$ cat config.mk
export PLATFORM = sky130hd
export DESIGN_NAME = bfs_regs
export DESIGN_NICKNAME = d
export VERILOG_FILES = /design/src/bfs_pkg.sv /design/src/bfs_phase_monitor.sv /design/src/bfs_regs.sv
export VERILOG_INCLUDE_DIRS = /design/src
export SDC_FILE = /design/constraint.sdc
export NUM_CORES = 1
export LEC_CHECK = 0
export BUFFER_PORTS_ARGS = -buffer_cell sky130_fd_sc_hd__buf_2
export CAP_MARGIN = 15
export CORE_ASPECT_RATIO = 1.75
export CORE_MARGIN = 8
export CORE_UTILIZATION = 58
export CTS_CLUSTER_SIZE = 10
export DETAILED_ROUTE_END_ITERATION = 6
export GPL_TIMING_DRIVEN = 1
export PLACE_DENSITY = 0.8
export SLEW_MARGIN = 20
export SYNTH_ARGS = -nofsm -noshare
export SYNTH_HDL_FRONTEND = slang
export SYNTH_SLANG_ARGS = --single-unit
$ cat constraint.sdc
create_clock -name clk -period 2.38 [get_ports clk]
set_input_delay 0 -clock clk [delete_from_list [all_inputs] [get_ports clk]]
set_output_delay 0 -clock clk [all_outputs]
set_load 0.005 [all_outputs]
$ cat src/bfs_map.svh
// Address map, field positions, codes and timing constants of the bank
`ifndef BFS_MAP_SVH
`define BFS_MAP_SVH

// ------------------------------------------------------------
// Register addresses
// ------------------------------------------------------------
`define BFS_ADDR_STATUS 8'h01
`define BFS_ADDR_TRIM_ONE 8'h3e
`define BFS_ADDR_TRIM_TWO 8'h3f

// ------------------------------------------------------------
// Status word bit positions
// ------------------------------------------------------------
`define BFS_ST_PGOOD_N 8
`define BFS_ST_OVP 7
`define BFS_ST_PIN_FAULT 6
`define BFS_ST_OCP2 4
`define BFS_ST_OCP1 3
`define BFS_ST_PEAK2 2
`define BFS_ST_PEAK1 1
`define BFS_PARITY_BIT 0

// ------------------------------------------------------------
// Trimming word layout and operation codes
// ------------------------------------------------------------
`define BFS_OPC_HI 23
`define BFS_OPC_LO 21
`define BFS_FIELD_HI 20
`define BFS_FIELD_LO 5
`define BFS_TRIM_DONE_BIT 5
`define BFS_OPC_RESET 3'h0
`define BFS_OPC_STD_READ 3'h1
`define BFS_OPC_MARGIN_READ 3'h2
`define BFS_OPC_BLANK_CHECK 3'h3
`define BFS_OPC_BURN 3'h4
`define BFS_OPC_END_TRIM 3'h7
`define BFS_FIELD_RESET 16'h0000
`define BFS_WORD_ZERO 24'h000000

// ------------------------------------------------------------
// Switching-cycle counts and times
// ------------------------------------------------------------
`define BFS_MISS_LIMIT 2'h3
`define BFS_PEAK_LIMIT 4'ha
`define BFS_CLK_MHZ 100
`define BFS_OCP_FILTER_US 2000
`define BFS_AUTO_RESTART_US 1000

`endif

$ cat src/bfs_pkg.sv
// Shared types of the boost fault, status and trimming bank
package bfs_pkg;
    typedef logic [23:0] bfs_word_t;
    typedef logic [2:0] bfs_opcode_t;
    typedef logic [15:0] bfs_field_t;
endpackage : bfs_pkg

$ cat src/bfs_phase_monitor.sv
// Per-phase overcurrent filter and peak comparator timeout
`timescale 1ns/1ps
`include "bfs_map.svh"

module bfs_phase_monitor import bfs_pkg::*; #(
    parameter int unsigned FILTER_CYCLES = 200000
) (
    // Clock and reset
    input wire logic clk,
    input wire logic srst,
    // Synchronised phase events
    input wire logic cycle_tick,
    input wire logic limit_hit,
    input wire logic peak_reach,
    // Results
    output logic ocp_expired,
    output logic peak_timeout
);
    logic hit_seen;
    logic reach_seen;
    logic oc_flag;
    logic [1:0] miss_cnt;
    logic [31:0] filt_cnt;
    logic [3:0] nreach_cnt;
    logic [3:0] reach_cnt;
    logic hit_now;
    logic reach_now;

    assign hit_now = hit_seen | limit_hit;
    assign reach_now = reach_seen | peak_reach;

    // ------------------------------------------------------------
    // Per-cycle capture, restarted on each switching cycle
    // ------------------------------------------------------------
    always_ff @(posedge clk) begin
        if (srst || cycle_tick) begin
            hit_seen <= 1'b0;
            reach_seen <= 1'b0;
        end else begin
            hit_seen <= hit_now;
            reach_seen <= reach_now;
        end
    end

    // Internal flag: first hit sets, three clean cycles drop it
    always_ff @(posedge clk) begin
        if (srst) begin
            oc_flag <= 1'b0;
            miss_cnt <= 2'h0;
        end else if (cycle_tick) begin
            if (hit_now) begin
                oc_flag <= 1'b1;
                miss_cnt <= 2'h0;
            end else if (oc_flag) begin
                if (miss_cnt == `BFS_MISS_LIMIT - 2'h1) begin
                    oc_flag <= 1'b0;
                    miss_cnt <= 2'h0;
                end else begin
                    miss_cnt <= miss_cnt + 2'h1;
                end
            end
        end else if (limit_hit) begin
            oc_flag <= 1'b1;
        end
    end

    // Filter time: flag still up when the count runs out
    always_ff @(posedge clk) begin
        if (srst || !oc_flag) begin
            filt_cnt <= 32'h0;
            ocp_expired <= 1'b0;
        end else if (filt_cnt == FILTER_CYCLES - 1) begin
            ocp_expired <= 1'b1;
        end else begin
            filt_cnt <= filt_cnt + 32'h1;
        end
    end

    // Peak level timeout with ten-cycle hysteresis both ways
    always_ff @(posedge clk) begin
        if (srst) begin
            nreach_cnt <= 4'h0;
            reach_cnt <= 4'h0;
            peak_timeout <= 1'b0;
        end else if (cycle_tick) begin
            if (reach_now) begin
                nreach_cnt <= 4'h0;
                if (reach_cnt == `BFS_PEAK_LIMIT - 4'h1) begin
                    peak_timeout <= 1'b0;
                end else begin
                    reach_cnt <= reach_cnt + 4'h1;
                end
            end else begin
                reach_cnt <= 4'h0;
                if (nreach_cnt == `BFS_PEAK_LIMIT - 4'h1) begin
                    peak_timeout <= 1'b1;
                end else begin
                    nreach_cnt <= nreach_cnt + 4'h1;
                end
            end
        end
    end
endmodule : bfs_phase_monitor

$ cat src/bfs_regs.sv
// Boost fault status and customer trimming register bank
`timescale 1ns/1ps
`include "bfs_map.svh"

module bfs_regs import bfs_pkg::*; #(
    parameter int unsigned OCP_FILTER_CYCLES =
        `BFS_OCP_FILTER_US * `BFS_CLK_MHZ,
    parameter int unsigned AUTO_RESTART_CYCLES =
        `BFS_AUTO_RESTART_US * `BFS_CLK_MHZ
) (
    // Clock and reset
    input wire logic clk,
    input wire logic srst,
    // Register word access from the serial frame logic
    input wire logic acc_valid,
    input wire logic acc_write,
    input wire logic acc_clear,
    input wire logic [7:0] acc_addr,
    input wire bfs_word_t acc_wdata,
    output bfs_word_t acc_rdata,
    output logic acc_ack,
    output logic acc_err,
    // Operating mode
    input wire logic normal_mode,
    input wire logic fallback_mode,
    input wire logic boost_disable,
    // Analogue comparator levels, asynchronous
    input wire logic out_pin_bad_raw,
    input wire logic ph1_cycle_raw,
    input wire logic ph2_cycle_raw,
    input wire logic ph1_limit_raw,
    input wire logic ph2_limit_raw,
    input wire logic ph1_peak_raw,
    input wire logic ph2_peak_raw,
    input wire logic pgood_n_raw,
    input wire logic ovp_raw,
    // Boost control
    output logic boost_allow,
    output logic phase_sync_en,
    output logic comp_pull_low,
    // Trimming contents
    output bfs_opcode_t trim_opcode,
    output bfs_field_t trim_fields_one,
    output bfs_field_t trim_fields_two
);
    // ------------------------------------------------------------
    // Helpers
    // ------------------------------------------------------------
    function automatic logic odd_parity(input bfs_word_t w);
        odd_parity = ~(^w[23:1]);
    endfunction : odd_parity

    function automatic logic word_ok(input bfs_word_t w);
        word_ok = ^w;
    endfunction : word_ok

    // ------------------------------------------------------------
    // Synchronisers
    // ------------------------------------------------------------
    logic [8:0] sync1;
    logic [8:0] sync2;
    logic [1:0] cyc3;
    logic s_pin_bad;
    logic s_cyc1;
    logic s_cyc2;
    logic s_lim1;
    logic s_lim2;
    logic s_peak1;
    logic s_peak2;
    logic s_pgood_n;
    logic s_ovp;

    // Two flops per level; cycle pulses take one more for the edge
    always_ff @(posedge clk) begin
        if (srst) begin
            sync1 <= 9'h000;
            sync2 <= 9'h000;
            cyc3 <= 2'h0;
        end else begin
            sync1 <= {out_pin_bad_raw, ph1_cycle_raw, ph2_cycle_raw,
                      ph1_limit_raw, ph2_limit_raw, ph1_peak_raw,
                      ph2_peak_raw, pgood_n_raw, ovp_raw};
            sync2 <= sync1;
            cyc3 <= {s_cyc1, s_cyc2};
        end
    end

    assign {s_pin_bad, s_cyc1, s_cyc2, s_lim1, s_lim2, s_peak1, s_peak2,
            s_pgood_n, s_ovp} = sync2;

    // ------------------------------------------------------------
    // Phase monitors
    // ------------------------------------------------------------
    logic tick1;
    logic tick2;
    logic ocp_exp1;
    logic ocp_exp2;
    logic peak_to1;
    logic peak_to2;

    assign tick1 = s_cyc1 & ~cyc3[1];
    assign tick2 = s_cyc2 & ~cyc3[0];

    bfs_phase_monitor #(.FILTER_CYCLES(OCP_FILTER_CYCLES)) u_ph1 (
        .clk(clk),
        .srst(srst),
        .cycle_tick(tick1),
        .limit_hit(s_lim1),
        .peak_reach(s_peak1),
        .ocp_expired(ocp_exp1),
        .peak_timeout(peak_to1)
    );

    bfs_phase_monitor #(.FILTER_CYCLES(OCP_FILTER_CYCLES)) u_ph2 (
        .clk(clk),
        .srst(srst),
        .cycle_tick(tick2),
        .limit_hit(s_lim2),
        .peak_reach(s_peak2),
        .ocp_expired(ocp_exp2),
        .peak_timeout(peak_to2)
    );

    // ------------------------------------------------------------
    // Access decode
    // ------------------------------------------------------------
    logic hit_status;
    logic hit_trim;
    logic trim_gate;
    logic bad_parity;
    logic refuse;
    logic rc_clear;
    logic auto_clear;

    assign hit_status = acc_addr == `BFS_ADDR_STATUS;
    assign hit_trim = acc_addr == `BFS_ADDR_TRIM_ONE ||
                      acc_addr == `BFS_ADDR_TRIM_TWO;
    // Writes carry the burn code themselves, reads use the stored one
    assign trim_gate = normal_mode && !trim_fields_two[0] &&
        (acc_write ? acc_wdata[`BFS_OPC_HI:`BFS_OPC_LO] == `BFS_OPC_BURN
                   : trim_opcode == `BFS_OPC_BURN);
    assign bad_parity = acc_write && !word_ok(acc_wdata);
    assign refuse = bad_parity || !(hit_status || hit_trim) ||
                    (hit_trim && !trim_gate) ||
                    (hit_status && acc_write);
    assign rc_clear = acc_valid && acc_clear && hit_status && !refuse;

    // ------------------------------------------------------------
    // Output pin fault and auto restart
    // ------------------------------------------------------------
    logic pin_fault;
    logic next_pin_fault;
    logic [31:0] restart_cnt;

    // Set wins over any clear so a fault present at clear time stays
    assign next_pin_fault = (s_pin_bad && !boost_disable) ? 1'b1 :
        (rc_clear || auto_clear) ? 1'b0 : pin_fault;
    assign auto_clear = fallback_mode &&
                        restart_cnt == AUTO_RESTART_CYCLES - 1;

    always_ff @(posedge clk) begin
        if (srst) begin
            pin_fault <= 1'b0;
            boost_allow <= 1'b0;
            phase_sync_en <= 1'b0;
            comp_pull_low <= 1'b0;
        end else begin
            pin_fault <= next_pin_fault;
            boost_allow <= !next_pin_fault;
            phase_sync_en <= !next_pin_fault;
            comp_pull_low <= fallback_mode && next_pin_fault;
        end
    end

    // Free-running restart period, only while in fallback mode
    always_ff @(posedge clk) begin
        if (srst || !fallback_mode || auto_clear) begin
            restart_cnt <= 32'h0;
        end else begin
            restart_cnt <= restart_cnt + 32'h1;
        end
    end

    // ------------------------------------------------------------
    // Latched and real-time status bits
    // ------------------------------------------------------------
    logic ocp1;
    logic ocp2;
    logic pgood_n;
    logic ovp;

    always_ff @(posedge clk) begin
        if (srst) begin
            ocp1 <= 1'b0;
            ocp2 <= 1'b0;
            pgood_n <= 1'b0;
            ovp <= 1'b0;
        end else begin
            ocp1 <= ocp_exp1 ? 1'b1 : (rc_clear ? 1'b0 : ocp1);
            ocp2 <= ocp_exp2 ? 1'b1 : (rc_clear ? 1'b0 : ocp2);
            pgood_n <= s_pgood_n && !boost_disable;
            ovp <= s_ovp && !boost_disable && !pin_fault;
        end
    end

    // ------------------------------------------------------------
    // Trimming registers
    // ------------------------------------------------------------
    always_ff @(posedge clk) begin
        if (srst) begin
            trim_opcode <= `BFS_OPC_RESET;
            trim_fields_one <= `BFS_FIELD_RESET;
            trim_fields_two <= `BFS_FIELD_RESET;
        end else if (acc_valid && acc_write && !refuse) begin
            trim_opcode <= acc_wdata[`BFS_OPC_HI:`BFS_OPC_LO];
            if (acc_addr == `BFS_ADDR_TRIM_ONE) begin
                // Bits 4..1 are dropped here
                trim_fields_one <=
                    acc_wdata[`BFS_FIELD_HI:`BFS_FIELD_LO];
            end else begin
                trim_fields_two <=
                    acc_wdata[`BFS_FIELD_HI:`BFS_FIELD_LO];
            end
        end
    end

    // ------------------------------------------------------------
    // Read word assembly and answer
    // ------------------------------------------------------------
    bfs_word_t rd_word;

    always_comb begin
        rd_word = `BFS_WORD_ZERO;
        if (hit_status) begin
            rd_word[`BFS_ST_PGOOD_N] = pgood_n;
            rd_word[`BFS_ST_OVP] = ovp;
            rd_word[`BFS_ST_PIN_FAULT] = pin_fault;
            rd_word[`BFS_ST_OCP2] = ocp2;
            rd_word[`BFS_ST_OCP1] = ocp1;
            rd_word[`BFS_ST_PEAK2] = peak_to2;
            rd_word[`BFS_ST_PEAK1] = peak_to1;
        end else begin
            rd_word[`BFS_OPC_HI:`BFS_OPC_LO] = trim_opcode;
            rd_word[`BFS_FIELD_HI:`BFS_FIELD_LO] =
                (acc_addr == `BFS_ADDR_TRIM_ONE) ? trim_fields_one
                                                 : trim_fields_two;
        end
        rd_word[`BFS_PARITY_BIT] = odd_parity(rd_word);
    end

    // One answer per request, the cycle after it is taken
    always_ff @(posedge clk) begin
        if (srst) begin
            acc_ack <= 1'b0;
            acc_err <= 1'b0;
            acc_rdata <= `BFS_WORD_ZERO;
        end else begin
            acc_ack <= acc_valid;
            acc_err <= acc_valid && refuse;
            acc_rdata <= (acc_valid && !refuse && !acc_write) ?
                         rd_word : `BFS_WORD_ZERO;
        end
    end
endmodule : bfs_regs

==> qor.yml <==
sta:
  hold_viol: 0
  fmax_mhz: 443
  skew_ps: 10.7
  max_slew_margin_pct: 65.3
  setup_viol: 0
  finalMaxSlewViolations: 0
  fin_crit_sh_pct: 94.9
  timing.final.crit_period_ps: 2260
  setup_ws_ps: 120
  tns_ps: 0
  rsz0062_at_grt: "false"
  worst_pin_slew_ps: 519
placed_design:
  hpwl_um: 15500
  place_ws_ps: 263
  finalWeightedCongestion: 0.846
  dpl_cell_area_um2: 10100
  port-buffer-count: 112
synthesis:
  synth_seq_area_share_pct: 46.5
  yosys_warnings: 0
  syn_area_per_cell_um2: 8.95
  synth-edff-count: 0
  synth_area_um2: 9220
  ys_types: 46
  synth_top_area_share_pct: 46.5
  synth_top_area_cell: "dfxtp_1"
  ys_seq_elements: 214
  synthFlopType: "dfxtp_1"
  synthCells: 1030
  async_flop_share_pct: 0
  netlist_top_cells_area: "dfxtp_1, nor2_1, xnor2_1"
layout:
  drive_gt1_share_pct: 15.3
  ff_latch_area_um2: 4280
  design_area_um2: 11100
  multi_input_area_um2: 4710
  synthToLayoutAreaGrowth_pct: 20.2
  final_cell_mix: "dfxtp_1, nor2_1, buf_2"
  layout_commonest_cell: "dfxtp_1"
  n_antenna_cell: 0
  fillers: 1236
  layout.nets: 1260
  postLayoutCoreUtil_pct: 70.5
grt:
  antenna_found_initial: 0
  grt_first_pass_wirelength_um: 36400
  overflow: 0
  grt_max_degree: 49
  track_usage_pct: 20.9
  grt_pass1_vias: 7886
clocking:
  cts.path.max_buffers: 3
  htree_levels: 1
  cts_tree: "yes"
  insertion_delay_ps: 510
  cts_inserted_buffers: 25
  clkSlewWorstSetupHoldPaths_ps: 50
  cts_setup_buffers: 0
  cts_sinks: 214
  root_buffer: "clkbuf_16"
routing:
  ant_nets: 0
  drtPass1Iterations: 4
  wire_per_inst_um: 15.8
  drt_iter0_markers: 377
  routed_wl_um: 22000
  vias: 7731
  drc: 0
  routed_via_density: 5.57
floorplan:
  die_area_um2: 20300
  io_pins: 113
  die_h_um: 183
  placementRows: 61
  die_w_um: 111
  core_area_um2: 15700
  start_util_pct: 58.7
power_and_ir_drop:
  leakagePower_nw: 4.21
  netSwitchingFraction_pct: 21.4
  p_clk_share_pct: 43.6
  power.total_w: 0.00721
  share_comb_of_total_power_pct: 5.9
  peakVddDrop_mv: 0.657
  cellPowerDensity_nw_per_um2: 650
  seqPwrFrac_pct: 50.5
  internal_power_w: 0.00566
  switchingPower_w: 0.00154
min_path:
  hold_depth: 6
  hold_start: "normal_mode"
  hold_end: "acc_err"
  holdCritPathClass: "primary input to register"
setup_path:
  worstPathRequired_ps: 2760
  cp_max_fo: 10
  ff2ff_path_depth: 6
  critical_path.top_delay_family: "XOR/XNOR gates"
  slowest_stage: "dlygate4sd3_1"
  crit_top_cell: "xnor2_1"
  cp_num_buf_inv: 3
  r2r_start: "trim_fields_two[0]"
  setup.worst_path.class: "primary input to register"
  reg2reg_slack_ps: 240
  slowest_delay_ps: 530
  endpoint_kind: "register"
  cp-start-kind: "primary input"
  cp.arrival_ps: 2640
  worstPathCellList: "dlygate4sd3_1, buf_2, xnor2_1, xnor2_1, xnor2_1, xnor3_2, nor3_4, buf_4, mux2i_1, nor2_1"
  reg2reg_to: "trim_fields_two[13]"
status:
  status: "finished, final reports clean"
flow_run:
  drv_cap: 0
flip-flops by register name, indices dropped and copies added, names as in the netlist, 3 cells and up:
name / flops
acc_rdata: 24
u_ph2.filt_cnt: 32
u_ph1.nreach_cnt: 4
trim_fields_two: 16
sync2: 9
sync1: 9
u_ph2.nreach_cnt: 4
u_ph2.reach_cnt: 4
restart_cnt: 32
u_ph1.filt_cnt: 32
trim_opcode: 3
trim_fields_one: 16
u_ph1.reach_cnt: 4
through the flow:
step | hold WS [ps] | cells
final | 45.3 | 1389
after global routing | 50.2 | 1389
after CTS | 26.5 | 1389
after detailed placement | 215 | 1330
after global placement | 212 | 1330
after floorplan | 76.1 | 1031
cell type report:
cell class | instances | share of cell area [%]
Clock buffer | 25 | 5.64
Clock inverter | 2 | 0.158
Inverter | 18 | 0.610
Multi-Input combinational cell | 764 | 42.5
Sequential cell | 214 | 38.7
Tap cell | 189 | 2.13
Timing Repair Buffer | 177 | 10.3
repair_timing:
| action | CTS | global route |
|---|---|---|
| hold buffers | 32 | 0 |
| resized for setup | 0 | 0 |
| endpoints found under the hold margin | 66 | 0 |
| setup endpoints to repair | 0 | 0 |
cells in the mapped netlist, types with 11 or more instances:
master    count
inv_1        18
a21oi_1      50
nor4_1       16
xnor2_1      73
nor2_1      192
nand3_1      43
dfxtp_1     214
and3_1       16
nor2b_1      28
ha_1         11
mux2i_1      37
xor2_1       61
clkbuf_1     32
nand2_1      73
nand4_1      35
o21ai_0      21
nor3_1       24
routing by layer:
metal | track usage, % | wire (um) | vias up
li1 | - | - | 3819
met1 | 20.8 | 8330 | 3664
met2 | 40.5 | 11700 | 196
met3 | 3.60 | 1090 | 52
met4 | 9.92 | 837 | 0
met5 | 0 | 0 | -
cell families (layout without fill, tap and decap cells):
kind of cell / Yosys count / count (layout) / share of synthesized area [%]
simple gates: 490 / 490 / 26.5
flops: 214 / 214 / 46.5
xor+xnor: 139 / 139 / 13.9
compound gates: 85 / 85 / 5.06
buf+inv: 53 / 222 / 2.50
mux: 37 / 37 / 4.02
fa+ha+maj: 11 / 11 / 1.49
other cells: 1 / 2 / 0.0407
worst register-to-register path, stage by stage, from the launching register on:
cell and delay [ps]:
dfxtp_1 370, nor3_1 350, or3b_2 560, nor3_4 200
buf_4 250, mux2i_1 240, nor2_1 50
power groups by stage:
stage | Clock, W | Combinational, W | Sequential, W
5_1_grt | 0.00336 | 0.000458 | 0.00364
3_3_place_gp | 0 | 0.000367 | 0.00371
3_5_place_dp | 0 | 0.000374 | 0.00371
2_1_floorplan | 0 | 0.000255 | 0.00371
4_1_cts | 0.00321 | 0.000417 | 0.00364
6_report | 0.00314 | 0.000425 | 0.00364
worst max-delay path by stage:
stage,end,slack [ps],depth (start not counted),start
2_1_floorplan,u_ph2.filt_cnt[5],250,7,u_ph2.filt_cnt[16]
5_1_grt,trim_fields_two[1],70,10,acc_wdata[19]
3_3_place_gp,u_ph2.filt_cnt[31],300,7,u_ph2.filt_cnt[3]
3_5_place_dp,trim_fields_two[12],260,6,trim_fields_two[0]
6_report,trim_fields_two[13],120,10,acc_wdata[19]
4_1_cts,trim_fields_two[12],260,6,trim_fields_two[0]
Power figures use the tool's default switching activity.
